[src/verilog/uhr_defines.svh]
/*
 * constants of the hub repeater and port power logic.
 * assumes a 50 MHz core clock; included by bare name.
 */
`ifndef UHR_DEFINES_SVH
`define UHR_DEFINES_SVH

`define UHR_PORTS 4
// core clock and bit rate
`define UHR_CLK_PERIOD_NS 20
`define UHR_CLK_MHZ 6'h32
`define UHR_BIT_MHZ 6'h0C
`define UHR_ACC_MID 6'h19
// synchronised line vector layout
`define UHR_LN_USDP 0
`define UHR_LN_USDM 1
`define UHR_LN_DSDP 2
`define UHR_LN_DSDM 6
`define UHR_LN_SELF 10
`define UHR_LN_LPS 11
`define UHR_LN_W 12
// packet decoding
`define UHR_PID_PRE 8'h3C
`define UHR_PID_SOF 8'hA5
`define UHR_PID_DONE 5'h10
`define UHR_STUFF_ONES 3'h6
`define UHR_LS_ON_BITS 3'h2
`define UHR_FRAME_LAST 14'h2EDF
// disconnect: least time of single-ended zero
`define UHR_DISC_NS 2500
`define UHR_DISC_CYC ((`UHR_DISC_NS + `UHR_CLK_PERIOD_NS - 1) / `UHR_CLK_PERIOD_NS)
// overcurrent blink: full period in ns and half period in cycles
`define UHR_BLINK_PERIOD_NS 1000000000
`define UHR_BLINK_HALF_CYC ((`UHR_BLINK_PERIOD_NS / 2) / `UHR_CLK_PERIOD_NS)

`endif

[src/verilog/uhr_pkg.sv]
/*
 * types shared by the hub repeater files.
 * assumes nothing beyond a SystemVerilog compiler.
 */
`default_nettype none
package uhr_pkg;
	// repeater direction, gray coded along idle-down-up
	typedef enum logic [1:0] {
		UHR_IDLE = 2'b00,
		UHR_DOWN = 2'b01,
		UHR_UP = 2'b11
	} uhr_rep_e;
endpackage
`default_nettype wire

[src/verilog/uhr_hub_core.sv]
/*
 * four port hub repeater with per port power management.
 * assumes a 50 MHz core clock, analog transceivers outside that
 * resolve the data pins from the output enables, and a hub
 * controller that issues port requests as one-cycle pulses.
 */
`timescale 1ns/1ps
`default_nettype none
`include "uhr_defines.svh"

// Behaviour
// (RULE1) power-source select high means self powered, low bus powered
// (RULE2) local supply sense reported only when self powered
// (RULE3) upstream packets go to enabled ports; port packets go upstream
// (RULE4) attached device speed from which data line is high
// (RULE5) low-speed ports get traffic only after a preamble
// (RULE6) low-speed drivers on within four bits of preamble, off at EOP
// (RULE7) upstream port always sends with full-speed signalling
// (RULE8) every port drives and watches its lines for J, K and SE0
// (RULE9) frame timer on the bit clock, reset by each SOF token
// (RULE10) recover clock, undo NRZI and stuffing, decode and check PID
// (RULE11) downstream ports carry both 12 Mb/s and 1.5 Mb/s traffic
// (RULE12) bit rate derived from a faster internal clock
// (RULE13) overcurrent sets port overcurrent and change flags
// (RULE14) overcurrent removes port power at once
// (RULE15) overcurrent blinks the status lamp with a one second period
// (RULE16) status lamp lit while the port is enabled; the code also requires port power on
// (RULE17) port power only after a host set-power request
// (RULE18) power off at power-up, reset, overcurrent, host clear
// (RULE19) status lamp defaults off and goes off when port disabled
// (RULE20) blinking lasts until host removes power or re-enumerates
// (RULE21) overcurrent inputs are synchronised before use
module uhr_hub_core #(
	parameter int BLINK_HALF_CYCLES = `UHR_BLINK_HALF_CYC
) (
	input wire logic i_core_clk,
	input wire logic i_rst,
	input wire logic i_self_bus,
	input wire logic i_local_supply_sense,
	input wire logic i_upstream_dplus,
	input wire logic i_upstream_dminus,
	output logic o_upstream_dplus,
	output logic o_upstream_dminus,
	output logic o_upstream_oe,
	input wire logic [3:0] i_downstream_dplus,
	input wire logic [3:0] i_downstream_dminus,
	output logic [3:0] o_downstream_dplus,
	output logic [3:0] o_downstream_dminus,
	output logic [3:0] o_downstream_oe,
	input wire logic [3:0] i_port_overcurrent_n,
	output logic [3:0] o_port_power_switch_n,
	output logic [3:0] o_port_status_n,
	input wire logic [3:0] i_port_enable,
	input wire logic [3:0] i_set_port_power,
	input wire logic [3:0] i_clear_port_power,
	input wire logic i_clear_port_power_all,
	input wire logic [3:0] i_clear_ovc_change,
	input wire logic i_reenumerate,
	output logic [3:0] o_port_ovc_status,
	output logic [3:0] o_port_ovc_change,
	output logic [3:0] o_port_low_speed,
	output logic [3:0] o_port_connected,
	output logic o_self_powered,
	output logic o_local_power_good,
	output logic [13:0] o_frame_count,
	output logic o_sof_seen,
	output logic o_pid_error
);
	// ********************************************************
	// declarations and line decoding helpers
	// ********************************************************

	logic [`UHR_LN_W-1:0] s1, s2, s3, line;
	logic [`UHR_LN_W-1:0] next_s1, next_s2, next_s3, next_line;
	logic next_self_powered, next_local_power_good;
	logic us_dp, us_dm;
	logic [3:0] ds_dp, ds_dm;
	logic [3:0] next_low, next_conn, act;
	logic [7:0] disc_cnt [4];
	logic [7:0] next_disc_cnt [4];
	uhr_pkg::uhr_rep_e state, next_state;
	logic [1:0] src, next_src;
	logic se0_seen, next_se0_seen;
	logic next_us_dp, next_us_dm, next_us_oe;
	logic [3:0] next_ds_dp, next_ds_dm, next_ds_oe, hit;
	logic [5:0] acc, next_acc;
	logic [6:0] acc_sum;
	logic tick, nrzi_prev, next_nrzi_prev, last_dp, rx_bit;
	logic [2:0] ones, next_ones, ls_cnt, next_ls_cnt;
	logic [4:0] bitcnt, next_bitcnt;
	logic [7:0] pid, next_pid;
	logic ls_run, next_ls_run, ls_gate, next_ls_gate;
	logic [13:0] next_frame_count;
	logic next_sof_seen, next_pid_error;

	// K state in the polarity of the port speed
	function automatic logic is_k(input logic dp, input logic dm,
		input logic low);
		return low ? (dp & ~dm) : (~dp & dm);
	endfunction

	// J state in the polarity of the port speed
	function automatic logic is_j(input logic dp, input logic dm,
		input logic low);
		return low ? (~dp & dm) : (dp & ~dm);
	endfunction

	// lowest numbered requesting port
	function automatic logic [1:0] first_port(input logic [3:0] req);
		logic [1:0] p;
		p = 2'h0;
		for (int k = 3; k >= 0; k--) begin
			if (req[k]) begin
				p = 2'(k);
			end
		end
		return p;
	endfunction

	// ********************************************************
	// input synchronisers and power mode
	// ********************************************************

	// three flops, a change counts once stages two and three agree
	always_comb begin
		next_s1 = {i_local_supply_sense, i_self_bus, i_downstream_dminus,
			i_downstream_dplus, i_upstream_dminus, i_upstream_dplus};
		next_s2 = s1;
		next_s3 = s2;
		next_line = ((s2 ^ s3) & line) | (~(s2 ^ s3) & s3);
		next_self_powered = line[`UHR_LN_SELF]; // RULE1
		next_local_power_good = line[`UHR_LN_SELF] &
			line[`UHR_LN_LPS]; // RULE2
	end

	always_ff @(posedge i_core_clk) begin
		if (i_rst) begin
			s1 <= '0;
			s2 <= '0;
			s3 <= '0;
			line <= '0;
			o_self_powered <= 1'b0;
			o_local_power_good <= 1'b0;
		end else begin
			s1 <= next_s1;
			s2 <= next_s2;
			s3 <= next_s3;
			line <= next_line;
			o_self_powered <= next_self_powered;
			o_local_power_good <= next_local_power_good;
		end
	end

	assign us_dp = line[`UHR_LN_USDP];
	assign us_dm = line[`UHR_LN_USDM];
	assign ds_dp = line[`UHR_LN_DSDP +: `UHR_PORTS];
	assign ds_dm = line[`UHR_LN_DSDM +: `UHR_PORTS];

	// ********************************************************
	// per port connect, speed and power
	// ********************************************************

	genvar gi;
	generate
		for (gi = 0; gi < `UHR_PORTS; gi++) begin : g_port
			// connect on first non-SE0 idle, drop after long SE0
			always_comb begin
				next_low[gi] = o_port_low_speed[gi];
				next_conn[gi] = o_port_connected[gi];
				next_disc_cnt[gi] = 8'h0;
				if (~ds_dp[gi] & ~ds_dm[gi]) begin
					next_disc_cnt[gi] = disc_cnt[gi] + 8'h1;
					if (disc_cnt[gi] >= 8'(`UHR_DISC_CYC - 1)) begin
						next_disc_cnt[gi] = disc_cnt[gi];
						next_conn[gi] = 1'b0;
					end
				end else if (~o_port_connected[gi]) begin
					next_conn[gi] = 1'b1;
					next_low[gi] = ds_dm[gi]; // RULE4 RULE11
				end
			end

			always_ff @(posedge i_core_clk) begin
				if (i_rst) begin
					disc_cnt[gi] <= 8'h0;
					o_port_low_speed[gi] <= 1'b0;
					o_port_connected[gi] <= 1'b0;
				end else begin
					disc_cnt[gi] <= next_disc_cnt[gi];
					o_port_low_speed[gi] <= next_low[gi];
					o_port_connected[gi] <= next_conn[gi];
				end
			end

			uhr_port_power #(
				.BLINK_HALF_CYCLES(BLINK_HALF_CYCLES)
			) u_power (
				.i_core_clk(i_core_clk),
				.i_rst(i_rst),
				.i_overcurrent_n(i_port_overcurrent_n[gi]),
				.i_set_power(i_set_port_power[gi]),
				.i_clear_power(i_clear_port_power[gi] |
					i_clear_port_power_all), // RULE18
				.i_enable(i_port_enable[gi]),
				.i_clear_change(i_clear_ovc_change[gi]),
				.i_reenumerate(i_reenumerate),
				.o_power_switch_n(o_port_power_switch_n[gi]),
				.o_status_n(o_port_status_n[gi]),
				.o_ovc_status(o_port_ovc_status[gi]),
				.o_ovc_change(o_port_ovc_change[gi])
			);
		end
	endgenerate

	// a port takes part in repeating when enabled, powered, attached
	assign act = i_port_enable & ~o_port_power_switch_n & o_port_connected;

	// ********************************************************
	// repeater direction and line drive
	// ********************************************************

	always_comb begin
		next_state = state;
		next_src = src;
		next_se0_seen = se0_seen;
		next_us_dp = o_upstream_dplus;
		next_us_dm = o_upstream_dminus;
		next_us_oe = 1'b0;
		next_ds_dp = o_downstream_dplus;
		next_ds_dm = o_downstream_dminus;
		next_ds_oe = 4'h0;
		for (int k = 0; k < `UHR_PORTS; k++) begin
			hit[k] = act[k] & is_k(ds_dp[k], ds_dm[k],
				o_port_low_speed[k]); // RULE8
		end
		case (state)
			uhr_pkg::UHR_IDLE: begin
				next_se0_seen = 1'b0;
				if (is_k(us_dp, us_dm, 1'b0)) begin // RULE8
					next_state = uhr_pkg::UHR_DOWN;
				end else if (|hit) begin
					next_state = uhr_pkg::UHR_UP;
					next_src = first_port(hit);
				end
			end
			uhr_pkg::UHR_DOWN: begin
				// fan out, low-speed ports only behind a preamble
				for (int k = 0; k < `UHR_PORTS; k++) begin
					if (act[k] & (~o_port_low_speed[k] | ls_gate)) begin // RULE3 RULE5
						next_ds_oe[k] = 1'b1;
						next_ds_dp[k] = o_port_low_speed[k] ? us_dm : us_dp;
						next_ds_dm[k] = o_port_low_speed[k] ? us_dp : us_dm;
					end
				end
				if (~us_dp & ~us_dm) begin
					next_se0_seen = 1'b1; // RULE8
				end
				if (se0_seen & is_j(us_dp, us_dm, 1'b0)) begin
					next_state = uhr_pkg::UHR_IDLE;
				end
			end
			uhr_pkg::UHR_UP: begin
				// full-speed polarity toward the host
				next_us_oe = 1'b1; // RULE3
				next_us_dp = o_port_low_speed[src] ? ds_dm[src] :
					ds_dp[src]; // RULE7
				next_us_dm = o_port_low_speed[src] ? ds_dp[src] :
					ds_dm[src]; // RULE7
				if (~ds_dp[src] & ~ds_dm[src]) begin
					next_se0_seen = 1'b1;
				end
				if ((se0_seen & is_j(ds_dp[src], ds_dm[src],
					o_port_low_speed[src])) | ~act[src]) begin
					next_state = uhr_pkg::UHR_IDLE;
				end
			end
			default: begin
				next_state = uhr_pkg::UHR_IDLE;
			end
		endcase
	end

	always_ff @(posedge i_core_clk) begin
		if (i_rst) begin
			state <= uhr_pkg::UHR_IDLE;
			src <= 2'h0;
			se0_seen <= 1'b0;
			o_upstream_dplus <= 1'b1;
			o_upstream_dminus <= 1'b0;
			o_upstream_oe <= 1'b0;
			o_downstream_dplus <= 4'h0;
			o_downstream_dminus <= 4'h0;
			o_downstream_oe <= 4'h0;
		end else begin
			state <= next_state;
			src <= next_src;
			se0_seen <= next_se0_seen;
			o_upstream_dplus <= next_us_dp;
			o_upstream_dminus <= next_us_dm;
			o_upstream_oe <= next_us_oe;
			o_downstream_dplus <= next_ds_dp;
			o_downstream_dminus <= next_ds_dm;
			o_downstream_oe <= next_ds_oe;
		end
	end

	// ********************************************************
	// upstream packet decoder and frame timer
	// ********************************************************

	always_comb begin
		// fractional bit clock, re-centred on every line edge
		acc_sum = {1'b0, acc} + {1'b0, `UHR_BIT_MHZ}; // RULE12
		tick = acc_sum >= {1'b0, `UHR_CLK_MHZ};
		next_acc = tick ? 6'(acc_sum - {1'b0, `UHR_CLK_MHZ}) : acc_sum[5:0];
		if (us_dp != last_dp) begin
			next_acc = `UHR_ACC_MID; // RULE10
		end
		rx_bit = (us_dp == nrzi_prev); // RULE10
		next_nrzi_prev = nrzi_prev;
		next_ones = ones;
		next_bitcnt = bitcnt;
		next_pid = pid;
		next_sof_seen = 1'b0;
		next_pid_error = 1'b0;
		next_ls_run = ls_run;
		next_ls_cnt = ls_cnt;
		next_ls_gate = ls_gate;
		next_frame_count = o_frame_count;
		if (tick) begin
			next_frame_count = (o_frame_count == `UHR_FRAME_LAST) ? 14'h0 :
				o_frame_count + 14'h1; // RULE9
		end
		if (state != uhr_pkg::UHR_DOWN) begin
			next_nrzi_prev = 1'b1;
			next_ones = 3'h0;
			next_bitcnt = 5'h0;
			next_ls_run = 1'b0;
			next_ls_cnt = 3'h0;
			next_ls_gate = 1'b0; // RULE6
		end else if (tick) begin
			next_nrzi_prev = us_dp;
			if (ls_run) begin
				next_ls_cnt = ls_cnt + 3'h1;
				if (ls_cnt == `UHR_LS_ON_BITS) begin
					next_ls_gate = 1'b1; // RULE6
				end
			end
			if (ones == `UHR_STUFF_ONES) begin
				next_ones = 3'h0; // RULE10
			end else if (bitcnt < `UHR_PID_DONE) begin
				next_ones = rx_bit ? ones + 3'h1 : 3'h0;
				next_pid = {rx_bit, pid[7:1]}; // RULE10
				next_bitcnt = bitcnt + 5'h1;
				if (bitcnt == `UHR_PID_DONE - 5'h1) begin
					if (next_pid[7:4] != ~next_pid[3:0]) begin
						next_pid_error = 1'b1; // RULE10
					end else if (next_pid == `UHR_PID_PRE) begin
						next_ls_run = 1'b1; // RULE5
					end else if (next_pid == `UHR_PID_SOF) begin
						next_sof_seen = 1'b1;
						next_frame_count = 14'h0; // RULE9
					end
				end
			end
		end
	end

	always_ff @(posedge i_core_clk) begin
		if (i_rst) begin
			acc <= 6'h0;
			last_dp <= 1'b1;
			nrzi_prev <= 1'b1;
			ones <= 3'h0;
			bitcnt <= 5'h0;
			pid <= 8'h0;
			ls_run <= 1'b0;
			ls_cnt <= 3'h0;
			ls_gate <= 1'b0;
			o_frame_count <= 14'h0;
			o_sof_seen <= 1'b0;
			o_pid_error <= 1'b0;
		end else begin
			acc <= next_acc;
			last_dp <= us_dp;
			nrzi_prev <= next_nrzi_prev;
			ones <= next_ones;
			bitcnt <= next_bitcnt;
			pid <= next_pid;
			ls_run <= next_ls_run;
			ls_cnt <= next_ls_cnt;
			ls_gate <= next_ls_gate;
			o_frame_count <= next_frame_count;
			o_sof_seen <= next_sof_seen;
			o_pid_error <= next_pid_error;
		end
	end
endmodule // uhr_hub_core
`default_nettype wire

[src/verilog/uhr_port_power.sv]
/*
 * power switch, overcurrent flags and status lamp of one port.
 * assumes host requests arrive as one-cycle pulses on i_core_clk.
 */
`timescale 1ns/1ps
`default_nettype none
`include "uhr_defines.svh"

module uhr_port_power #(
	parameter int BLINK_HALF_CYCLES = `UHR_BLINK_HALF_CYC
) (
	input wire logic i_core_clk,
	input wire logic i_rst,
	input wire logic i_overcurrent_n,
	input wire logic i_set_power,
	input wire logic i_clear_power,
	input wire logic i_enable,
	input wire logic i_clear_change,
	input wire logic i_reenumerate,
	output logic o_power_switch_n,
	output logic o_status_n,
	output logic o_ovc_status,
	output logic o_ovc_change
);
	logic [2:0] sync;
	logic [2:0] next_sync;
	logic ovc;
	logic next_ovc;
	logic blinking;
	logic next_blinking;
	logic phase;
	logic next_phase;
	logic [31:0] cnt;
	logic [31:0] next_cnt;
	logic next_power_switch_n;
	logic next_status_n;
	logic next_ovc_status;
	logic next_ovc_change;
	logic ovc_rise;

	// ********************************************************
	// overcurrent sensing and power control
	// ********************************************************

	// three stage sync, level taken when stages two and three agree
	always_comb begin
		next_sync = {sync[1:0], ~i_overcurrent_n}; // RULE21
		next_ovc = (sync[1] == sync[2]) ? sync[2] : ovc; // RULE21
		ovc_rise = next_ovc & ~ovc;
		// overcurrent wins, then removal, then host power request
		next_power_switch_n = o_power_switch_n;
		if (next_ovc) begin
			next_power_switch_n = 1'b1; // RULE14 RULE18
		end else if (i_clear_power | i_reenumerate) begin
			next_power_switch_n = 1'b1; // RULE18
		end else if (i_set_power) begin
			next_power_switch_n = 1'b0; // RULE17
		end
		// flags: a new overcurrent beats a clear in the same cycle
		next_ovc_status = next_ovc; // RULE13
		next_ovc_change = ovc_rise | (o_ovc_change & ~i_clear_change); // RULE13
		next_blinking = ovc_rise |
			(blinking & ~i_clear_power & ~i_reenumerate); // RULE20
		// half period counter for the lamp square wave
		next_cnt = '0;
		next_phase = 1'b0;
		if (next_blinking) begin
			next_cnt = cnt + 32'h1;
			next_phase = phase;
			if (cnt >= 32'(BLINK_HALF_CYCLES - 1)) begin
				next_cnt = '0;
				next_phase = ~phase; // RULE15
			end
		end
		// lamp is active low: blink, else lit while the port is enabled and powered
		if (next_blinking) begin
			next_status_n = next_phase; // RULE15
		end else begin
			next_status_n = ~(i_enable & ~next_power_switch_n); // RULE16 RULE19
		end
	end

	// registers of the port power group
	always_ff @(posedge i_core_clk) begin
		if (i_rst) begin
			sync <= '0;
			ovc <= 1'b0;
			blinking <= 1'b0;
			phase <= 1'b0;
			cnt <= '0;
			o_power_switch_n <= 1'b1; // RULE18
			o_status_n <= 1'b1; // RULE19
			o_ovc_status <= 1'b0;
			o_ovc_change <= 1'b0;
		end else begin
			sync <= next_sync;
			ovc <= next_ovc;
			blinking <= next_blinking;
			phase <= next_phase;
			cnt <= next_cnt;
			o_power_switch_n <= next_power_switch_n;
			o_status_n <= next_status_n;
			o_ovc_status <= next_ovc_status;
			o_ovc_change <= next_ovc_change;
		end
	end
endmodule // uhr_port_power
`default_nettype wire
[config.mk]
export PLATFORM = sky130hd
export DESIGN_NAME = uhr_hub_core
export DESIGN_NICKNAME = d
export VERILOG_FILES = /design/src/verilog/uhr_pkg.sv /design/src/verilog/uhr_hub_core.sv /design/src/verilog/uhr_port_power.sv
export VERILOG_INCLUDE_DIRS = /design/src /design/src/verilog
export SDC_FILE = /design/constraint.sdc
export NUM_CORES = 1
export LEC_CHECK = 0
export BUFFER_PORTS_ARGS = -buffer_cell sky130_fd_sc_hd__buf_2
export CORE_MARGIN = 2
export CORE_UTILIZATION = 52
export DETAILED_ROUTE_END_ITERATION = 10
export PLACE_DENSITY = 0.74
export SETUP_SLACK_MARGIN = 0.5
export SYNTH_ARGS = -nofsm -noshare
export SYNTH_HDL_FRONTEND = slang
export SYNTH_SLANG_ARGS = --single-unit
[constraint.sdc]
create_clock -name i_core_clk -period 5.7 [get_ports i_core_clk]
set_input_delay 0.57 -clock i_core_clk [delete_from_list [all_inputs] [get_ports i_core_clk]]
set_output_delay 0.57 -clock i_core_clk [all_outputs]
set_load 0.005 [all_outputs]
=== Yosys cells after proc, flatten, opt, wreduce, memory -nomap -nowiden ===
Memories as Yosys holds them, arrays and structs flattened.
Cells that the tools add are included.
Widths: inputs -> output; s select.

* Word-level logic and storage cells: 412
* Memory bits (writable): 32
* Bits in read-only memories: 0
* Input port bits: 36
* Output and inout port bits: 57
* Memories: 1
* Bits in latches: 0
* Register bits after elaboration: 287

{| class="wikitable"
|+ Memories
! memory !! words !! width !! rd ports !! clocked after Yosys merged registers in !! wr ports !! line !! RTL
|-
| disc_cnt || 4 || 8 || 4 || 0 || 4 || uhr_hub_core.sv:79 || <nowiki>logic [7:0] disc_cnt [4];</nowiki>
|}

* Equal/unequal tests: 25
* Multiplexer cells: 108
* Bitwise gates (word level): 149
* Order comparisons: 11
* Shift operators: 0
* Add/subtract/negate cells: 14
* Divide/modulo/power cells: 0
* Multipliers: 0
* Reductions and logical operators: 30

{| class="wikitable"
|+ Operator list
! operator !! count
|-
| $mux 14 || 10
|-
| $add 32x1->32 const B || 4
|-
| $ge 32x25->1 const B || 4
|-
| $mux 8 || 12
|-
| $mux 1 || 67
|-
| $not 1->1 || 66
|-
| $and 1x1->1 || 49
|-
| $add 8x1->8 const B || 4
|-
| $ge 8x7->1 const B || 4
|-
| $or 1x1->1 || 25
|-
| $and 12x12->12 || 2
|-
| $reduce_and 2->1 || 10
|-
| $mux 2 || 8
|-
| $reduce_and 3->1 || 5
|-
| $add 14x1->14 const B || 1
|-
| $eq 14x14->1 const B || 1
|-
| $not 12->12 || 1
|-
| $or 12x12->12 || 1
|-
| $reduce_or 3->1 || 4
|-
| $xor 12x12->12 || 1
|-
| $ne 2x1->1 const B || 5
|-
| $mux 3 || 3
|-
| $and 4x4->4 || 2
|-
| $bmux 1 s2 || 4
|-
| 33 further kinds || 44
|}

=== Longest topological paths before layout ===
Gate-level depths: netlist (run 1).

* Depth in word-level cells: 11
* Mapped depth: 9
* Gate-level depth less buffers: 7

=== By module ===
From an unflattened synthesis (run 1), not the netlist that was laid out.

* Cell total of the unflattened synthesis: 1375
* Area, all modules: 12902.4 um^2

{| class="wikitable"
|+ Modules (own cells, without submodules)
! module !! times used !! sequential area each (um^2) !! area an instance (um^2) !! cells an instance
|-
| uhr_hub_core || 1 || 3083.0 || 6409.9 || 701
|-
| uhr_port_power at g_port[0].u_power ... || 3 || 820.8 || 1620.3 || 166
|-
| uhr_port_power at g_port[3].u_power || 1 || 820.8 || 1631.6 || 176
|}

=== Worst setup path after synthesis (run 1) ===
OpenSTA, ideal clock, no wires.

* Path type: flip-flop to flip-flop
* From: register acc[2]
* To: register ls_gate
* Path buffers: 2
* Path slack: 3.493 ns
* Period minus slack after synthesis: 2.207 ns
* Stages on the path, launching flop included: 10
* Setup time: 0.125 ns
* Required time: 5.575 ns
* Arrival: 2.082 ns
* Cells stage by stage: dfxtp_1 > inv_1 > ha_1 > nand2_1 > o221a_2 > or3_1 > buf_2 > buf_6 > a41oi_1 > nor2_1

* Word-level cells in the longest chain between the ends: 3

{| class="wikitable"
|+ Ends and longest elaborated chain
! what !! line !! RTL
|-
| from (decl) || uhr_hub_core.sv:86 || <nowiki>logic [5:0] acc, next_acc;</nowiki>
|-
| from (signal assigned) || uhr_hub_core.sv:384 || <nowiki>acc <= next_acc;</nowiki>
|-
| $add 6x4->7 || uhr_hub_core.sv:313 || <nowiki>acc_sum = {1'b0, acc} + {1'b0, `UHR_BIT_MHZ};</nowiki>
|-
| $ge 7x6->1 || uhr_hub_core.sv:314 || <nowiki>tick = acc_sum >= {1'b0, `UHR_CLK_MHZ};</nowiki>
|-
| $reduce_and 3->1 (no source line) || -- ||
|-
| to (signal assigned) || uhr_hub_core.sv:392 || <nowiki>ls_gate <= next_ls_gate;</nowiki>
|-
| to (decl) || uhr_hub_core.sv:92 || <nowiki>logic ls_run, next_ls_run, ls_gate, next_ls_gate;</nowiki>
|}

No other way between the ends.
A chain may end at the register's enable or synchronous reset.

=== Worst setup path after layout (run 1) ===
* From: register acc[2]
* To: register o_frame_count[12]

* Word-level cells in the longest chain between the ends: 11

{| class="wikitable"
|+ Ends and longest elaborated chain
! what !! line !! RTL
|-
| $add 6x4->7 * || uhr_hub_core.sv:313 ||
|-
| $ge 7x6->1 * || uhr_hub_core.sv:314 ||
|-
| $mux 14 || uhr_hub_core.sv:330 || <nowiki>if (tick) begin</nowiki>
|-
| $mux 14 || uhr_hub_core.sv:360 || <nowiki>end else if (next_pid == `UHR_PID_SOF) begin</nowiki>
|-
| $mux 14 || uhr_hub_core.sv:358 || <nowiki>end else if (next_pid == `UHR_PID_PRE) begin</nowiki>
|-
| $mux 14 || uhr_hub_core.sv:356 || <nowiki>if (next_pid[7:4] != ~next_pid[3:0]) begin</nowiki>
|-
| $mux 14 || uhr_hub_core.sv:355 || <nowiki>if (bitcnt == `UHR_PID_DONE - 5'h1) begin</nowiki>
|-
| $mux 14 || uhr_hub_core.sv:351 || <nowiki>end else if (bitcnt < `UHR_PID_DONE) begin</nowiki>
|-
| $mux 14 || uhr_hub_core.sv:349 || <nowiki>if (ones == `UHR_STUFF_ONES) begin</nowiki>
|-
| $mux 14 || uhr_hub_core.sv:341 || <nowiki>end else if (tick) begin</nowiki>
|-
| $mux 14 * || uhr_hub_core.sv:334 || <nowiki>if (state != uhr_pkg::UHR_DOWN) begin</nowiki>
|-
| to (signal assigned) || uhr_hub_core.sv:393 || <nowiki>o_frame_count <= next_frame_count;</nowiki>
|-
| to (decl) || uhr_hub_core.sv:65 || <nowiki>output logic [13:0] o_frame_count,</nowiki>
|}

Every way passes the cells marked *; elsewhere a longest branch is shown, timed or not.

==> results of run 1 <==
cell families after synthesis:
| family | Yosys count | share of synthesized area |
|---|---|---|
| xor+xnor | 120 | 0.0814 |
| simple gates | 624 | 0.249 |
| flops | 318 | 0.490 |
| fa+ha+maj | 27 | 0.0252 |
| buf+inv | 118 | 0.0421 |
| other cells | 1 | 0.000288 |
| compound gates | 175 | 0.0921 |
| mux | 21 | 0.0204 |
metal layers:
layer / global-route usage / up-vias / wire length [um]
met4: 0.0583 / 2 / 535
met3: 0.0342 / 42 / 1260
met2: 0.321 / 224 / 11800
met5: 0 / - / 11
li1: - / 4977 / -
met1: 0.271 / 4530 / 12200
per-stage QoR:
step / cell area [um2] / total power [mW]
final: 14700 / 4.56
after global routing: 14700 / 4.72
after CTS: 14700 / 4.60
after detailed placement: 13600 / 2.47
after global placement: 13600 / 2.46
after floorplan: 13100 / 2.43
sequential cells by signal (all words and copies together), names as in the netlist, 5 cells and up, named ones only:
signal	count
g_port.u_power.cnt	128
disc_cnt	32
o_frame_count	14
g_port.u_power.sync	12
next_s2	12
next_s3	12
s3	12
pid	7
acc	6
bitcnt	5
placed cells by master, fill, tap and decap left out, types with 5 or more instances in the layout:
master and count:
o211ai_1 5, a32oi_1 5, o21ai_0 26, a31oi_1 7
nor2b_1 62, or4_1 6, inv_1 49, xnor2_1 51
nor4_1 22, nor2_1 199, nand2_1 85, xor2_1 68
buf_2 91, clkbuf_16 34, nand3_1 67, a211oi_1 17
and3_1 29, nor3_1 30, nand2b_1 13, clkbuf_1 9
and2_1 11, nand4_1 32, conb_1 28, and4_1 13
nand3b_1 14, clkbuf_8 6, ha_1 23, o22ai_1 6
dfxtp_1 318, o31ai_1 8, a21oi_1 56, or3_1 9
mux2i_1 16
power by group through the flow:
stage               Clock (mW)  Combinational, mW  Sequential (mW)
finish                    2.14              0.131             2.29
global route              2.28              0.148             2.29
CTS                       2.18              0.132             2.29
detailed placement           0              0.131             2.34
global placement             0              0.128             2.33
floorplan                    0             0.0974             2.33
worst paths after layout:
kind                            from                   endpoint  slack, ns
min          i_port_overcurrent_n[3]  g_port[3].u_power.sync[0]       0.20
max reg2reg                   acc[2]          o_frame_count[12]       3.16
min reg2reg               next_s2[9]                 next_s3[9]       0.44
max                           acc[2]          o_frame_count[12]       3.16
layout make-up:
cell class / instances / area [um2]
well taps: 324 / 405
repair buffers: 94 / 478
flip-flops and latches: 318 / 6370
inverters: 49 / 184
multi-input cells: 995 / 6190
clock inverters: 9 / 120
fillers: 2079 / 9750
clock buffers: 49 / 967
worst max-delay path, stage by stage, from the launching register on:
cell	delay, ns
dfxtp_1	0.42
inv_1	0.09
ha_1	0.33
nand2_1	0.16
o211a_1	0.29
or3_1	0.58
nand2_2	0.25
o41ai_2	0.32
==> results.py, run 1 <==
metrics = {
    "run_status": {
        "status": "finished, final reports clean",
    },
    "logic_synthesis": {
        "synth_ff_type": "dfxtp_1",
        "synth_top_cell_by_area": "dfxtp_1",
        "seq_area_frac_synth": 0.490,
        "synth_area_mm2": 0.0130,
        "synth_cells": 1404,
        "synth-seq-cells": 318,
        "syn_avg_cell_area_um2": 9.26,
        "synth_top_area_frac": 0.490,
        "synth-async-reset-ratio": 0,
        "synth_edf_count": 0,
        "synth_area_leaders": "dfxtp_1, nor2_1, xor2_1, xnor2_1, nor2b_1",
        "yosysMostFrequentCell": "dfxtp_1",
        "synthTopCellsByCount": "dfxtp_1, nor2_1, nand2_1",
        "ys_types": 85,
        "yosys_warnings": 0,
    },
    "final_layout": {
        "area_growth_pct": 13.1,
        "insertedDiodeCount": 0,
        "fin_cells": 1838,
        "nets": 1551,
        "drive_above_1_share": 0.113,
        "fin_util": 0.601,
    },
    "floorplanning": {
        "pin_count": 93,
        "dieWidth_um": 162,
        "num_rows": 57,
        "initial_utilization": 0.531,
        "coreArea_mm2": 0.0245,
        "die_area_mm2": 0.0263,
        "die_h_um": 162,
    },
    "timing": {
        "fin_crit_sh": 0.446,
        "hold_ws_ns": 0.197,
        "fin_setup_tns_ns": 0,
        "finalClockSkew_ns": 0.0155,
        "worst_slack_ns": 3.16,
        "hold_violations": 0,
        "period_needed_ns": 2.54,
        "rsz0062_at_grt": "false",
        "setup_viol": 0,
        "slew_violations": 0,
        "fmax_mhz": 393,
        "tightest_slew_ns": 0.958,
        "slew_headroom": 0.360,
    },
    "clock_network": {
        "clk_latency_ns": 0.51,
        "clkSinkCount": 318,
        "clk_pin_slew_ns": 0.06,
        "cts_buffers": 34,
        "clk_path_buf_depth": 3,
        "post-cts-setup-buffer-count": 0,
        "cts_tree": "done",
        "h-tree-depth": 2,
        "hold_buffers": 0,
        "cts_resized": 0,
        "cts-root-buf": "clkbuf_16",
    },
    "placement": {
        "io_buffers": 92,
        "gp_congestion": 0.819,
        "pre_cts_ws_ns": 3.15,
        "dp_hpwl_um": 17800,
        "dp.cells": 1780,
    },
    "power": {
        "p_comb_frac": 0.029,
        "p_seq_frac": 0.502,
        "p_int_mw": 3.59,
        "p_sw_mw": 0.966,
        "p_sw_frac": 0.212,
        "p_leak_nw": 5.35,
        "powerDensity_mw_per_mm2": 310,
        "peakVddDrop_uv": 224,
        "clock_power_share": 0.469,
    },
    "critical_path": {
        "cp.required_ns": 6.11,
        "cp-start-kind": "flip-flop",
        "cp.arrival_ns": 2.95,
        "rr_worst_depth": 7,
        "critPathMaxFanout": 18,
        "worstSetupPathType": "flip-flop to flip-flop",
        "critPathCaptureType": "flip-flop",
    },
    "route": {
        "routed_wl_um": 25800,
        "ant_nets": 0,
        "drtPass1Iterations": 5,
        "wl_per_cell_um": 14.0,
        "vias": 9775,
        "viasPerCell": 5.32,
        "drt_iter0_drc": 648,
        "drc": 0,
    },
    "global_route": {
        "grt_antenna_before_repair": 1,
        "grt_pass1_vias": 9202,
        "globalRoute.totalOverflow": 0,
        "grt_max_degree": 67,
        "track_usage": 0.198,
        "grt_pass1_wl_um": 43500,
    },
    "hold_path": {
        "hold_path.class": "primary input to flip-flop",
        "whs_path_depth": 2,
    },
    "job": {
        "drv_cap": 0,
    },
}
(Power assumes the default switching activity.)
==> inputs of run 2 (changes only) <==
PLACE_DENSITY = 0.77   (was 0.74)
clock period = 2.25 ns   (was 5.7 ns; I/O delays follow)
==> run 2 against run 1 <==
  * Via count grew 7.5%
  * Largest power group unchanged
  * Power grew to 2.7 times the previous value
  * Worst setup slack lost 3.0 ns
  * Utilization grew 7.2 points
  * Cell count grew 5.4%
  * Fmax grew 24%
==> results.py, run 2 (synthesis results as in run 1) <==
metrics = {
    "power": {
        "powerDensity_mw_per_mm2": 735,
        "p_comb_frac": 0.045,
        "peakVddDrop_uv": 498,
        "p_int_mw": 9.56,
        "p_seq_frac": 0.479,
        "clock_power_share": 0.476,
        "p_sw_mw": 2.55,
        "p_sw_frac": 0.210,
        "finalPower_mw": 12.1,
        "p_leak_nw": 6.06,
    },
    "timing": {
        "tightest_slew_ns": 0.685,
        "slew_violations": 0,
        "hold_violations": 0,
        "finalClockSkew_ns": 0.00780,
        "setup_viol": 0,
        "period_needed_ns": 2.05,
        "worst_slack_ns": 0.200,
        "fin_crit_sh": 0.911,
        "fmax_mhz": 488,
        "fin_setup_tns_ns": 0,
        "slew_headroom": 0.544,
        "rsz0062_at_grt": "true",
    },
    "final_layout": {
        "drive_above_1_share": 0.229,
        "fin_util": 0.673,
        "insertedDiodeCount": 0,
        "layout_commonest_cell": "dfxtp_1",
        "reg.largest.list": "g_port.u_power.cnt x128, disc_cnt x32, o_frame_count x14",
        "final_cell_mix": "dfxtp_1, nor2_1, buf_2",
        "largest_reg_flops": 128,
        "fillers": 1810,
        "top_register": "g_port.u_power.cnt",
        "nets": 1648,
        "area_growth_pct": 26.7,
    },
    "placement": {
        "pre_cts_ws_ns": 0.127,
        "gp_congestion": 0.837,
        "io_buffers": 92,
        "dp_hpwl_um": 18300,
    },
    "floorplanning": {
        "pin_count": 93,
        "initial_utilization": 0.531,
        "coreArea_mm2": 0.0245,
        "die_h_um": 162,
        "die_area_mm2": 0.0263,
        "dieWidth_um": 162,
        "num_rows": 57,
    },
    "clock_network": {
        "clk_pin_slew_ns": 0.06,
        "cts_buffers": 34,
        "clk_latency_ns": 0.51,
        "h-tree-depth": 2,
        "clk_path_buf_depth": 3,
        "cts_tree": "done",
        "cts-root-buf": "clkbuf_16",
        "clkSinkCount": 318,
    },
    "route": {
        "routed_wl_um": 29900,
        "drc": 0,
        "wl_per_cell_um": 15.4,
        "drt_iter0_drc": 648,
        "vias": 10510,
        "drtPass1Iterations": 5,
        "viasPerCell": 5.43,
        "ant_nets": 0,
    },
    "critical_path": {
        "critPathMaxFanout": 9,
        "cp-start-kind": "flip-flop",
        "r2r_slack_ns": 0.20,
        "cp.arrival_ns": 2.43,
        "cp.required_ns": 2.63,
        "critPathCaptureType": "flip-flop",
        "worstSetupPathType": "flip-flop to flip-flop",
    },
    "run_status": {
        "status": "finished, final reports clean",
    },
    "global_route": {
        "globalRoute.totalOverflow": 0,
        "track_usage": 0.220,
        "grt_antenna_before_repair": 0,
        "grt_pass1_wl_um": 48400,
        "grt_pass1_vias": 10171,
        "grt_max_degree": 83,
    },
    "hold_path": {
        "hold_path.class": "primary input to flip-flop",
    },
    "job": {
        "drv_cap": 0,
    },
}
[run 2: per-stage QoR]
step	instances	hold slack (ns)	instance area, um2
after floorplan	1431	0.292	13200
after global placement	1807	0.378	14000
after detailed placement	1807	0.378	14000
after CTS	1924	0.00705	16000
after global routing	1937	0.0216	16500
final	1937	0.0157	16500
[run 2: layout make-up]
| type | instances | area, um2 | area share |
|---|---|---|---|
| timing repair buffer | 191 | 1510 | 0.0916 |
| clock inverter | 16 | 215 | 0.0131 |
| tap | 324 | 405 | 0.0246 |
| inverter | 49 | 189 | 0.0115 |
| clock buffer | 44 | 950 | 0.0576 |
| multi-input combinational | 995 | 6800 | 0.413 |
| sequential | 318 | 6410 | 0.389 |
[run 2: final timing paths]
kind / startpoint / endpoint / cells past startpoint
setup / recovery: acc[2] / ls_gate / 9
hold / removal: i_clear_ovc_change[3] / g_port[3].u_power.o_ovc_change / 4
setup reg to reg: acc[2] / ls_gate / 9
hold reg to reg: g_port[1].u_power.sync[0] / g_port[1].u_power.sync[1] / 1
[run 2: metal layers]
metal	routed length (um)	vias to the layer above	GRT usage
met3	1360	68	0.0424
met2	14700	242	0.379
met1	13000	5013	0.275
met4	839	0	0.0792
met5	0	-	0
li1	-	5187	-
[run 2: critical path: stages (launching register included)]
cell and delay (ns):
dfxtp_4 0.39, inv_4 0.04, ha_4 0.27, nand2_4 0.06
o221a_4 0.30, or3_4 0.34, buf_12 0.16, buf_6 0.14
a41oi_2 0.15, nor2_1 0.06
[run 2: power groups by stage]
| stage | clock (mW) | combinational, mW | sequential [mW] |
|---|---|---|---|
| after CTS | 5.89 | 0.515 | 5.80 |
| final | 5.77 | 0.546 | 5.80 |
| after global routing | 6.17 | 0.598 | 5.81 |
| after floorplan | 0 | 0.271 | 5.90 |
| after global placement | 0 | 0.367 | 5.92 |
| after detailed placement | 0 | 0.376 | 5.92 |
[run 2: what timing repair did]
action                     CTS  global route
hold buffers                23             0
gates resized for setup     75           105
pin swaps                   29            35
setup endpoints to repair  143           149
buffers inserted            29            13
gates cloned                 5             0
hold endpoints to repair    23             0
